`config.mk`:
```
export PLATFORM = sky130hd
export DESIGN_NAME = multi_step_speed_sequencer
export DESIGN_NICKNAME = d
export VERILOG_FILES = /design/src/rtl/multi_step_speed_sequencer.v /design/src/rtl/tick_divider.v /design/src/rtl/stage_store.v
export VERILOG_INCLUDE_DIRS = /design/src /design/src/rtl
export SDC_FILE = /design/constraint.sdc
export NUM_CORES = 1
export LEC_CHECK = 0
export BUFFER_PORTS_ARGS = -buffer_cell sky130_fd_sc_hd__buf_4
export CORE_UTILIZATION = 55
export DETAILED_ROUTE_END_ITERATION = 10
export GPL_ROUTABILITY_DRIVEN = 0
export PLACE_DENSITY = 0.73
export SYNTH_ARGS = -nofsm -noshare
export SYNTH_HDL_FRONTEND = slang
export SYNTH_SLANG_ARGS = --single-unit
```
`constraint.sdc`:
```
create_clock -name mclk -period 18.66 [get_ports mclk]
set_input_delay 1.866 -clock mclk [delete_from_list [all_inputs] [get_ports mclk]]
set_output_delay 1.866 -clock mclk [all_outputs]
set_load 0.02 [all_outputs]
```
`src/rtl/seq_defs.vh`:
```
`ifndef SEQ_DEFS_VH
`define SEQ_DEFS_VH
// Timing and stage count
`define SEQ_CLK_NS      8
`define SEQ_TICK_NS     100000000
`define SEQ_STAGES      7
`define SEQ_LAST        3'h6
// Register byte addresses
`define A_CTRL          8'h00
`define A_RSTC          8'h04
`define A_STAT          8'h08
`define A_INTS          8'h0c
`define A_INTM          8'h10
// Stage table regions, address bits 7:5
`define R_TIME          3'h1
`define R_FREQ          3'h2
`define R_DIR           3'h3
// Control fields
`define CTRL_SRC_LO     0
`define CTRL_CYC        2
`define CTRL_RST        3'h1
`define SRC_TERM        2'h1
`define SRC_KFWD        2'h2
`define SRC_KREV        2'h3
// Reset terminal function codes
`define RSTC_ON         11'h008
`define RSTC_OFF        11'h3f0
`define RSTC_RST        11'h000
// Stage direction codes
`define DIR_FWD1        8'h01
`define DIR_FWD4        8'h04
`define DIR_REV1        8'h0b
`define DIR_REV4        8'h0e
`define DIR_RST         8'h01
`define TIME_RST        16'h0000
`define FREQ_RST        16'h0000
// Interrupt bits
`define IRQ_ADV         0
`define IRQ_DONE        1
`define IRQ_TRIP        2
`define IRQ_SUSP        3
`define IRQ_W           4
// Bus responses
`define RESP_OK         2'h0
`define RESP_ERR        2'h2
`endif

```
`src/rtl/multi_step_speed_sequencer.v`:
```
`timescale 1ns/1ps
`include "seq_defs.vh"
module multi_step_speed_sequencer #(
   parameter TICK_CYCLES = `SEQ_TICK_NS / `SEQ_CLK_NS,
   parameter TW          = 16,
   parameter FW          = 16
) (
   input  wire          mclk,
   input  wire          sys_rst,
   input  wire [7:0]    s_axi_awaddr,
   input  wire          s_axi_awvalid,
   output reg           s_axi_awready,
   input  wire [31:0]   s_axi_wdata,
   input  wire [3:0]    s_axi_wstrb,
   input  wire          s_axi_wvalid,
   output reg           s_axi_wready,
   output reg  [1:0]    s_axi_bresp,
   output reg           s_axi_bvalid,
   input  wire          s_axi_bready,
   input  wire [7:0]    s_axi_araddr,
   input  wire          s_axi_arvalid,
   output reg           s_axi_arready,
   output reg  [31:0]   s_axi_rdata,
   output reg  [1:0]    s_axi_rresp,
   output reg           s_axi_rvalid,
   input  wire          s_axi_rready,
   input  wire          forwardRunTerm,
   input  wire          reverseRunTerm,
   input  wire          resetCmdTerm,
   input  wire          freqSrcSelTerm,
   input  wire          keyFwd,
   input  wire          keyRev,
   input  wire          keyStop,
   input  wire          keyReset,
   input  wire          protTrip,
   output reg           runCmd_q,
   output reg           dirRev_q,
   output reg  [1:0]    rampSet_q,
   output reg  [FW-1:0] freqRef_q,
   output reg  [2:0]    stageOut_q,
   output reg           decelStop_q,
   output reg           irq_q
);
   localparam ST_IDLE = 3'h0;
   localparam ST_RUN  = 3'h1;
   localparam ST_SUSP = 3'h2;
   localparam ST_TRIP = 3'h3;
   localparam ST_DONE = 3'h4;
   localparam [2:0] LAST = `SEQ_LAST;

   reg  [2:0]           state_q;
   reg  [2:0]           stage_q;
   reg  [TW-1:0]        remain_q;
   reg                  load_q;
   reg                  armed_q;
   reg  [2:0]           ctrl_q;
   reg  [10:0]          rstCode_q;
   reg  [`IRQ_W-1:0]    intStat_q;
   reg  [`IRQ_W-1:0]    intMask_q;
   reg  [`IRQ_W-1:0]    ev_q;
   reg                  rstActPrev_q;
   reg                  selPrev_q;
   reg                  awHeld_q;
   reg                  wHeld_q;
   reg  [7:0]           awAddr_q;
   reg  [31:0]          wData_q;
   reg  [3:0]           wStrb_q;
   reg  [31:0]          rdMux;
   reg                  rdOk;

   wire                 tick;
   wire [TW-1:0]        curTime;
   wire [FW-1:0]        curFreq;
   wire [7:0]           curDir;
   wire [TW-1:0]        busTime;
   wire [FW-1:0]        busFreq;
   wire [7:0]           busDir;

   // Write decode
   wire        wrGo   = awHeld_q & wHeld_q & ~s_axi_bvalid;
   wire [2:0]  wIdx   = awAddr_q[4:2];
   wire        wTblOk = (awAddr_q[1:0] == 2'h0) && (wIdx < `SEQ_STAGES);
   wire        wrTime = wrGo & wTblOk & (awAddr_q[7:5] == `R_TIME);
   wire        wrFreq = wrGo & wTblOk & (awAddr_q[7:5] == `R_FREQ);
   wire        wrDir  = wrGo & wTblOk & (awAddr_q[7:5] == `R_DIR);
   wire        wrOwn  = (awAddr_q == `A_CTRL) | (awAddr_q == `A_RSTC) |
                        (awAddr_q == `A_STAT) | (awAddr_q == `A_INTS) |
                        (awAddr_q == `A_INTM);
   wire [31:0] wMask  = {{8{wStrb_q[3]}}, {8{wStrb_q[2]}},
                         {8{wStrb_q[1]}}, {8{wStrb_q[0]}}};
   wire [31:0] ctrlW  = ({29'h0, ctrl_q} & ~wMask) | (wData_q & wMask);
   wire [31:0] rstcW  = ({21'h0, rstCode_q} & ~wMask) | (wData_q & wMask);
   wire [31:0] intmW  = ({28'h0, intMask_q} & ~wMask) | (wData_q & wMask);

   wire        rdGo   = s_axi_arvalid & s_axi_arready;
   // Run source and start/stop events
   wire [1:0]  runSrc  = ctrl_q[`CTRL_SRC_LO+1:`CTRL_SRC_LO];
   wire        srcTerm = (runSrc == `SRC_TERM);
   wire        termRun = forwardRunTerm | reverseRunTerm;
   wire        startEv = srcTerm ? termRun :
                         (runSrc == `SRC_KFWD) ? keyFwd :
                         (runSrc == `SRC_KREV) ? keyRev : 1'b0;
   wire        stopEv  = srcTerm ? ~termRun : keyStop;

   // Reset terminal polarity and edge
   wire        rstAct  = (rstCode_q == `RSTC_ON)  ?
                         resetCmdTerm & ~rstActPrev_q :
                         (rstCode_q == `RSTC_OFF) ?
                         ~resetCmdTerm & rstActPrev_q : 1'b0;
   wire        rstEv   = keyReset | rstAct;
   wire        selTog  = freqSrcSelTerm ^ selPrev_q;

   // Stage direction code decode
   wire        isRev = (curDir >= `DIR_REV1) && (curDir <= `DIR_REV4);
   wire        isFwd = (curDir >= `DIR_FWD1) && (curDir <= `DIR_FWD4);
   wire [7:0]  dirOff = isRev ? curDir - `DIR_REV1 :
                        isFwd ? curDir - `DIR_FWD1 : 8'h00;

   tick_divider #(.CYCLES(TICK_CYCLES)) u_tick (
      .mclk(mclk), .sys_rst(sys_rst), .enable(state_q == ST_RUN),
      .tick_q(tick));

   stage_store #(.N(`SEQ_STAGES), .W(TW), .RST(`TIME_RST)) u_time (
      .mclk(mclk), .sys_rst(sys_rst), .wrEn(wrTime), .wrIdx(wIdx),
      .wrData(wData_q[TW-1:0]), .wrMask(wMask[TW-1:0]), .seqIdx(stage_q),
      .seqData(curTime), .busIdx(s_axi_araddr[4:2]), .busData(busTime));

   stage_store #(.N(`SEQ_STAGES), .W(FW), .RST(`FREQ_RST)) u_freq (
      .mclk(mclk), .sys_rst(sys_rst), .wrEn(wrFreq), .wrIdx(wIdx),
      .wrData(wData_q[FW-1:0]), .wrMask(wMask[FW-1:0]), .seqIdx(stage_q),
      .seqData(curFreq), .busIdx(s_axi_araddr[4:2]), .busData(busFreq));

   stage_store #(.N(`SEQ_STAGES), .W(8), .RST(`DIR_RST)) u_dir (
      .mclk(mclk), .sys_rst(sys_rst), .wrEn(wrDir), .wrIdx(wIdx),
      .wrData(wData_q[7:0]), .wrMask(wMask[7:0]), .seqIdx(stage_q),
      .seqData(curDir), .busIdx(s_axi_araddr[4:2]), .busData(busDir));

   // Sequencer
   always @(posedge mclk or posedge sys_rst) begin
      if (sys_rst) begin
         state_q      <= ST_IDLE;
         stage_q      <= 3'h0;
         remain_q     <= {TW{1'b0}};
         load_q       <= 1'b0;
         armed_q      <= 1'b0;
         ev_q         <= {`IRQ_W{1'b0}};
         rstActPrev_q <= 1'b0;
         selPrev_q    <= 1'b0;
      end else begin
         ev_q         <= {`IRQ_W{1'b0}};
         rstActPrev_q <= resetCmdTerm;
         selPrev_q    <= freqSrcSelTerm;
         if (protTrip && state_q != ST_TRIP) begin
            state_q         <= ST_TRIP;
            ev_q[`IRQ_TRIP] <= 1'b1;
         end else begin
            case (state_q)
               ST_IDLE: begin
                  if (startEv) begin
                     state_q <= ST_RUN;
                     load_q  <= 1'b1;
                  end
               end
               ST_RUN: begin
                  if (stopEv) begin
                     state_q         <= ST_SUSP;
                     ev_q[`IRQ_SUSP] <= 1'b1;
                  end else if (load_q) begin
                     remain_q <= curTime;
                     load_q   <= 1'b0;
                  end else if (remain_q == {TW{1'b0}}) begin
                     if (stage_q == LAST) begin
                        if (ctrl_q[`CTRL_CYC]) begin
                           stage_q        <= 3'h0;
                           load_q         <= 1'b1;
                           ev_q[`IRQ_ADV] <= 1'b1;
                        end else begin
                           state_q         <= ST_DONE;
                           armed_q         <= 1'b0;
                           ev_q[`IRQ_DONE] <= 1'b1;
                        end
                     end else begin
                        stage_q        <= stage_q + 3'h1;
                        load_q         <= 1'b1;
                        ev_q[`IRQ_ADV] <= 1'b1;
                     end
                  end else if (tick) begin
                     remain_q <= remain_q - 1'b1;
                  end
               end
               ST_SUSP: begin
                  if (rstEv) begin
                     state_q  <= ST_IDLE;
                     stage_q  <= 3'h0;
                     remain_q <= {TW{1'b0}};
                     load_q   <= 1'b0;
                  end else if (startEv) begin
                     state_q <= ST_RUN;
                  end
               end
               ST_TRIP: begin
                  if (rstEv) begin
                     state_q <= ST_SUSP;
                  end
               end
               ST_DONE: begin
                  if (rstEv) begin
                     state_q <= ST_IDLE;
                     stage_q <= 3'h0;
                  end else if (srcTerm) begin
                     if (!termRun) begin
                        armed_q <= 1'b1;
                     end
                     if (armed_q && (wrFreq || selTog)) begin
                        state_q <= ST_RUN;
                        stage_q <= 3'h0;
                        load_q  <= 1'b1;
                     end
                  end else if (startEv) begin
                     state_q <= ST_RUN;
                     stage_q <= 3'h0;
                     load_q  <= 1'b1;
                  end
               end
               default: begin
                  state_q <= ST_IDLE;
               end
            endcase
         end
      end
   end

   // Drive outputs
   always @(posedge mclk or posedge sys_rst) begin
      if (sys_rst) begin
         runCmd_q    <= 1'b0;
         dirRev_q    <= 1'b0;
         rampSet_q   <= 2'h0;
         freqRef_q   <= {FW{1'b0}};
         stageOut_q  <= 3'h0;
         decelStop_q <= 1'b0;
      end else begin
         runCmd_q    <= (state_q == ST_RUN);
         freqRef_q   <= (state_q == ST_RUN) ? curFreq : {FW{1'b0}};
         stageOut_q  <= stage_q;
         decelStop_q <= (state_q == ST_DONE);
         if (state_q == ST_RUN) begin
            dirRev_q <= isRev;
         end
         rampSet_q   <= (state_q == ST_DONE) ? 2'h0 : dirOff[1:0];
      end
   end

   // Register read mux
   always @* begin
      rdMux = 32'h00000000;
      rdOk  = 1'b1;
      case (s_axi_araddr)
         `A_CTRL: rdMux = {29'h0, ctrl_q};
         `A_RSTC: rdMux = {21'h0, rstCode_q};
         `A_STAT: rdMux = {24'h0, runCmd_q, stage_q, 1'b0, state_q};
         `A_INTS: rdMux = {28'h0, intStat_q};
         `A_INTM: rdMux = {28'h0, intMask_q};
         default: begin
            if (s_axi_araddr[1:0] != 2'h0 ||
                s_axi_araddr[4:2] >= `SEQ_STAGES) begin
               rdOk = 1'b0;
            end else if (s_axi_araddr[7:5] == `R_TIME) begin
               rdMux = {{(32-TW){1'b0}}, busTime};
            end else if (s_axi_araddr[7:5] == `R_FREQ) begin
               rdMux = {{(32-FW){1'b0}}, busFreq};
            end else if (s_axi_araddr[7:5] == `R_DIR) begin
               rdMux = {24'h0, busDir};
            end else begin
               rdOk = 1'b0;
            end
         end
      endcase
   end

   // Bus slave
   always @(posedge mclk or posedge sys_rst) begin
      if (sys_rst) begin
         s_axi_awready <= 1'b1;
         s_axi_wready  <= 1'b1;
         s_axi_bvalid  <= 1'b0;
         s_axi_bresp   <= `RESP_OK;
         s_axi_arready <= 1'b1;
         s_axi_rvalid  <= 1'b0;
         s_axi_rresp   <= `RESP_OK;
         s_axi_rdata   <= 32'h00000000;
         awHeld_q      <= 1'b0;
         wHeld_q       <= 1'b0;
         awAddr_q      <= 8'h00;
         wData_q       <= 32'h00000000;
         wStrb_q       <= 4'h0;
         ctrl_q        <= `CTRL_RST;
         rstCode_q     <= `RSTC_RST;
         intMask_q     <= {`IRQ_W{1'b0}};
         intStat_q     <= {`IRQ_W{1'b0}};
         irq_q         <= 1'b0;
      end else begin
         if (s_axi_awvalid && s_axi_awready) begin
            awAddr_q      <= s_axi_awaddr;
            awHeld_q      <= 1'b1;
            s_axi_awready <= 1'b0;
         end
         if (s_axi_wvalid && s_axi_wready) begin
            wData_q      <= s_axi_wdata;
            wStrb_q      <= s_axi_wstrb;
            wHeld_q      <= 1'b1;
            s_axi_wready <= 1'b0;
         end
         if (wrGo) begin
            s_axi_bvalid <= 1'b1;
            s_axi_bresp  <= (wrOwn | wrTime | wrFreq | wrDir) ?
                            `RESP_OK : `RESP_ERR;
            if (awAddr_q == `A_CTRL) begin
               ctrl_q <= ctrlW[2:0];
            end
            if (awAddr_q == `A_RSTC) begin
               rstCode_q <= rstcW[10:0];
            end
            if (awAddr_q == `A_INTM) begin
               intMask_q <= intmW[`IRQ_W-1:0];
            end
         end
         if (s_axi_bvalid && s_axi_bready) begin
            s_axi_bvalid  <= 1'b0;
            awHeld_q      <= 1'b0;
            wHeld_q       <= 1'b0;
            s_axi_awready <= 1'b1;
            s_axi_wready  <= 1'b1;
         end
         if (rdGo) begin
            s_axi_rdata   <= rdMux;
            s_axi_rresp   <= rdOk ? `RESP_OK : `RESP_ERR;
            s_axi_rvalid  <= 1'b1;
            s_axi_arready <= 1'b0;
         end
         if (s_axi_rvalid && s_axi_rready) begin
            s_axi_rvalid  <= 1'b0;
            s_axi_arready <= 1'b1;
         end
         // Read clears, a new event in the same cycle wins
         if (rdGo && s_axi_araddr == `A_INTS) begin
            intStat_q <= ev_q;
         end else begin
            intStat_q <= intStat_q | ev_q;
         end
         irq_q <= |(intStat_q & intMask_q);
      end
   end
endmodule // multi_step_speed_sequencer

```
`src/rtl/tick_divider.v`:
```
`timescale 1ns/1ps
module tick_divider #(
   parameter CYCLES = 12500000
) (
   input  wire mclk,
   input  wire sys_rst,
   input  wire enable,
   output reg  tick_q
);
   reg [31:0] count_q;

   always @(posedge mclk or posedge sys_rst) begin
      if (sys_rst) begin
         count_q <= 32'h00000000;
         tick_q  <= 1'b0;
      end else begin
         tick_q <= 1'b0;
         if (enable) begin
            if (count_q == CYCLES - 1) begin
               count_q <= 32'h00000000;
               tick_q  <= 1'b1;
            end else begin
               count_q <= count_q + 32'h00000001;
            end
         end
      end
   end
endmodule // tick_divider

```
`src/rtl/stage_store.v`:
```
`timescale 1ns/1ps
module stage_store #(
   parameter N   = 7,
   parameter W   = 16,
   parameter RST = 0
) (
   input  wire         mclk,
   input  wire         sys_rst,
   input  wire         wrEn,
   input  wire [2:0]   wrIdx,
   input  wire [W-1:0] wrData,
   input  wire [W-1:0] wrMask,
   input  wire [2:0]   seqIdx,
   output wire [W-1:0] seqData,
   input  wire [2:0]   busIdx,
   output wire [W-1:0] busData
);
   reg [W-1:0] mem_q [0:N-1];
   integer     i;

   always @(posedge mclk or posedge sys_rst) begin
      if (sys_rst) begin
         for (i = 0; i < N; i = i + 1) begin
            mem_q[i] <= RST[W-1:0];
         end
      end else if (wrEn && wrIdx < N) begin
         mem_q[wrIdx] <= (mem_q[wrIdx] & ~wrMask) | (wrData & wrMask);
      end
   end

   assign seqData = (seqIdx < N) ? mem_q[seqIdx] : {W{1'b0}};
   assign busData = (busIdx < N) ? mem_q[busIdx] : {W{1'b0}};
endmodule // stage_store

```
After elaboration in Yosys (flattened, before gate mapping)
Cells that the tools add are included.

word-level totals
  register bits after elaboration = 459
  input bits = 68
  output and inout port bits = 66

cells by class
  add/sub/neg operators = 5
  magnitude comparators = 12
  equality and inequality tests = 47
  mux-type cells = 141
  bitwise operators = 47
  reductions and logical operators = 40

operators with widths
  kind                   count
  $mux 16                26
  $bmux 16 s3            6
  $bwmux 112             2
  $mux 8                 10
  $pmux 16 s5            1
  $bmux 8 s3             3
  $mux 3                 22
  $bwmux 56              1
  $mux 1                 51
  $and 16x16->16         3
  $demux 16 s3           1
  $add 32x1->32 const B  1
  $eq 32x24->1 const B   1
  $eq 8x4->1 const B     4
  $mux 32                1
  $or 16x16->16          2
  $pmux 16 s2            1
  $demux 8 s3            1
  $ne 4x4->1 const B     6
  $and 11x11->11         2
  $mux 2                 10
  $eq 3x2->1 const B     6
  $ne 2x2->1 const B     9
  $reduce_and 6->1       3
  57 further kinds       119

Logic depth before layout (Yosys ltp)
  depth in word-level cells = 11
  depth in mapped cells = 11
  mapped depth without buffers = 8

Cells and area by module
A second synthesis with hierarchy kept.

unflattened totals
  cells, all modules = 2617
  area, all modules = 26285.2 sq um

modules (own cells, without submodules)
  module                      instances  cells each  area an instance (sq um)  sequential area each (sq um)
  stage_store at u_freq       1          726         7308.3                    2802.7
  stage_store at u_time       1          747         7278.2                    2802.7
  multi_step_speed_sequencer  1          598         6367.4                    3208.1
  stage_store at u_dir        1          380         3652.3                    1410.1
  tick_divider                1          166         1679.1                    825.8

Worst setup path after synthesis
Ideal clock, no wire load.

  path type = input -> register
  start = input s_axi_araddr[2]
  end = register s_axi_rdata[8]
  setup time = 0.126 ns
  arrival time = 3.817 ns
  slack = 14.717 ns
  stages on the path = 9
  buffers on the path = 4
  cells stage by stage = buf_2 > buf_1 > clkbuf_1 > clkbuf_1 > o2bb2ai_1 > mux2i_1 > o22ai_1 > a221oi_1 > nor2_1

between the ends
  word-level cells in the longest chain between the ends = 9
  elaborated cells between the ends (all ways) = 21
  classes of those cells = order compare (2); eq/ne (4); mux (12); bitwise (1); reduce/logical (2)

ends and longest elaborated chain
  what                                         RTL line                          RTL
  start, declared                              multi_step_speed_sequencer.v:20   input wire [7:0] s_axi_araddr,
  $not 3->4 (implied by the code)              stage_store.v:32                  assign busData = (busIdx < N) ? mem_q[busIdx] : {W{1'b0}};
  $bmux 16 s3                                  stage_store.v:32
  $mux 16 (implied by the code) (2 in series)  stage_store.v:32
  $mux 16                                      stage_store.v:32
  $mux 16                                      multi_step_speed_sequencer.v:270  end else if (s_axi_araddr[7:5] == `R_FREQ) begin
  $mux 16                                      multi_step_speed_sequencer.v:268  end else if (s_axi_araddr[7:5] == `R_TIME) begin
  $mux 16                                      multi_step_speed_sequencer.v:265  if (s_axi_araddr[1:0] != 2'h0 ||
  $pmux 16 s5 (*)                              multi_step_speed_sequencer.v:258  case (s_axi_araddr)
  end signal, assigned                         multi_step_speed_sequencer.v:336  s_axi_rdata <= rdMux;
  end, declared                                multi_step_speed_sequencer.v:23   output reg [31:0] s_axi_rdata,

Mark *: on every way between the ends. The rest lies on a longest branch, timed or not. The select of a mux whose other input is x is not followed.
A chain may end at the register's enable or synchronous reset.

Worst setup path in the final report
  start = input s_axi_araddr[2]
  end = register s_axi_rdata[10]

The elaborated chain is that of the path after synthesis.

==> results.sh <==
export IMPL_cts_htree_levels=2
export IMPL_drt_wl_total_um=74000
export IMPL_status="completed"
export IMPL_cts_resized=0
export IMPL_core_sq_mm=0.0435
export IMPL_synth_flop_cell="dfrtp_1"
export IMPL_finalSetupViolCount=0
export IMPL_final_cell_mix="dfrtp_1 (423), nand2_1 (289), nor2_1 (277)"
export IMPL_top_layer_used="met5"
export IMPL_final_antenna_net_count=0
export IMPL_clock_sinks=441
export IMPL_finalCriticalPeriod_ns=4.18
export IMPL_clockRootBuffer="clkbuf_16"
export IMPL_grt_pass1_vias=20044
export IMPL_p_int_mw=2.15
export IMPL_first_pass_iters=6
export IMPL_postSynthAreaPerCell_sq_um=9.99
export IMPL_clk_pin_slew_ns=0.06
export IMPL_worstHoldPathType="reg2reg"
export IMPL_relSlewSlack_pct=12.5
export IMPL_port_buffer_count=97
export IMPL_netlist_area_sq_mm=0.0244
export IMPL_vdd_drop_max_mv=0.187
export IMPL_die_area_sq_mm=0.0453
export IMPL_power_leakage_nw=11.4
export IMPL_drcViolationCount=0
export IMPL_switching_share_pct=39.9
export IMPL_p_comb_share_pct=32.8
export IMPL_criticalPathCategory="in2reg"
export IMPL_drt_met1_wl_um=28700
export IMPL_routedWlPerCell_um=24.1
export IMPL_num_rows=76
export IMPL_fp_dieH_um=213
export IMPL_mostFrequentLayoutCell="dfrtp_1"
export IMPL_crit_path_end_kind="flop"
export IMPL_slew_viol_final=0
export IMPL_worstPathMaxFanout=25
export IMPL_cts_hold_buffers=0
export IMPL_r2r_cells=5
export IMPL_power_frac_seq_pct=40.8
export IMPL_setup_slack_ns=14.48
export IMPL_postCtsSetupBuffers=0
export IMPL_vias_per_cell=6.57
export IMPL_fp_dieW_um=213
export IMPL_vias=20170
export IMPL_synthCells=2444
export IMPL_ys_async_sr_fraction_pct=100
export IMPL_grt_setup_unrepaired="false"
export IMPL_overflow=0
export IMPL_seq_area_frac_synth_pct=45.2
export IMPL_met2_length_um=33900
export IMPL_synth_warnings=0
export IMPL_start_kind="primary input"
export IMPL_antenna_found_initial=4
export IMPL_worst_slew_pin_slew_ns=1.31
export IMPL_synth_top_cell_area_share_pct=44.1
export IMPL_period_share_pct=22.4
export IMPL_track_usage_pct=33.4
export IMPL_wl_met3_um=7870
export IMPL_skew_ns=0.0237
export IMPL_hold_violations=0
export IMPL_dp_slack_ns=13.98
export IMPL_ys_types=73
export IMPL_drt_initial_drc_count=2353
export IMPL_arrival_ns=4.69
export IMPL_total_switching_power_mw=1.43
export IMPL_initial_core_util_pct=56.2
export IMPL_clockPowerShare_pct=26.4
export IMPL_numCtsBuffers=48
export IMPL_area_growth_pct=10.5
export IMPL_holdPathStages=1
export IMPL_rrSetupSlack_ns=14.55
export IMPL_hpwlAfterDp_um=46000
export IMPL_grt_start_max_net_pins=114
export IMPL_cp_required_ns=19.18
export IMPL_powerDensity_mw_per_mm2=133
export IMPL_yosysTopAreaCell="dfrtp_1"
export IMPL_clk_latency_ns=0.61
export IMPL_grt_pass1_wl_um=114000
export IMPL_synth_edf_count=0
export IMPL_ys_ff_latch=441
export IMPL_netlist_top_cells_area="dfrtp_1 (44%), mux4_2 (11%), mux2i_1 (6.6%)"
export IMPL_maxCapViolations=0
export IMPL_fmax_mhz=239
export IMPL_io_pins=134
export IMPL_setup_tns_ns=0
export IMPL_layout_drive_gt1_share_pct=16.4
export IMPL_cts_tree="yes"
export IMPL_cts_path_max_buffers=3
export IMPL_fin_nets=2518
flip-flops by register name, summed over array words and instances (netlist names), 2 cells and up, named ones only:
register / cells
state_q: 3
u_dir.mem_q: 56
stage_q: 3
s_axi_rdata: 16
wData_q: 16
intStat_q: 4
stageOut_q: 3
wStrb_q: 2
remain_q: 16
freqRef_q: 16
rampSet_q: 2
u_freq.mem_q: 112
u_time.mem_q: 112
awAddr_q: 8
ev_q: 4
u_tick.count_q: 32
power groups by stage:
| stage | registers, mW | logic, mW | clock network [mW] |
|---|---|---|---|
| 6_report | 1.46 | 1.18 | 0.945 |
| 5_1_grt | 1.48 | 1.27 | 0.995 |
| 4_1_cts | 1.44 | 1.16 | 0.956 |
| 3_5_place_dp | 1.46 | 1.15 | 0 |
| 3_3_place_gp | 1.44 | 1.12 | 0 |
| 2_1_floorplan | 1.29 | 0.907 | 0 |
Yosys cell counts (13+ instances only):
| cell type | n |
|---|---|
| inv_1 | 26 |
| buf_1 | 33 |
| mux2i_1 | 160 |
| clkbuf_1 | 127 |
| a211oi_1 | 67 |
| mux2_2 | 51 |
| o21ai_0 | 231 |
| xor2_1 | 13 |
| nand3_1 | 23 |
| o2bb2ai_1 | 29 |
| dfrtp_1 | 430 |
| a21oi_1 | 222 |
| nand4_1 | 13 |
| nand2b_1 | 14 |
| buf_2 | 21 |
| nor2_1 | 277 |
| nor4_1 | 14 |
| nor3_1 | 28 |
| nand2_1 | 289 |
| xnor2_1 | 21 |
| buf_4 | 18 |
| o22ai_1 | 19 |
| mux4_2 | 118 |
| o211ai_1 | 21 |
critical path, cell delays in order:
cell	delay, ns
buf_4	0.28
nor2b_4	0.80
buf_4	0.50
a21oi_1	0.13
a211oi_1	0.58
o21ai_0	0.29
a21oi_1	0.20
metrics by stage:
step                      hold WS (ns)  cell area, sq um  power (mW)  util (%)  cells
final                            0.432             27000        3.58      62.1   3068
after global routing             0.456             27000        3.75      62.1   3067
after CTS                        0.432             27000        3.56      62.1   3067
after detailed placement         0.419             25400        2.61      58.5   2979
after global placement           0.410             25400        2.57      58.5   2979
after floorplan                  0.349             24500        2.20         -   2461
logic make-up after synthesis:
logic type / count (synthesis) / share of synthesized area (%)
AND/OR/NAND/NOR: 737 / 13.2
AO/OA/AOI/OAI: 667 / 16.2
adder cells (fa/ha/maj): 7 / 0.348
flip-flops: 441 / 45.2
other: 1 / 0.0154
buffers and inverters: 227 / 3.90
multiplexers: 330 / 19.9
XOR/XNOR: 34 / 1.22
routing by layer:
layer,up-vias,global-route usage [%]
li1,8863,-
met1,10017,43.9
met2,1055,51.2
met3,231,9.40
met4,4,16.5
met5,-,0
area by class of cell:
cell class / instances / area (sq um)
Fill cell: 3573 / 16500
Clock buffer: 79 / 1440
Sequential cell: 441 / 11100
Inverter: 27 / 109
Multi-Input combinational cell: 1793 / 12500
Timing Repair Buffer: 133 / 998
Antenna cell: 1 / 2.50
Tap cell: 585 / 732
Clock inverter: 9 / 106
path summary, 6_finish.rpt:
path / startpoint / end
max reg2reg: awAddr_q[2] / u_dir.mem_q[8]
max: s_axi_araddr[2] / s_axi_rdata[10]
min in group asynchronous: sys_rst / u_tick.count_q[14]
min: ev_q[3] / intStat_q[3]
max in group asynchronous: sys_rst / wData_q[8]
min reg2reg: ev_q[3] / intStat_q[3]
No activity file was read; power rests on OpenSTA's default activity.
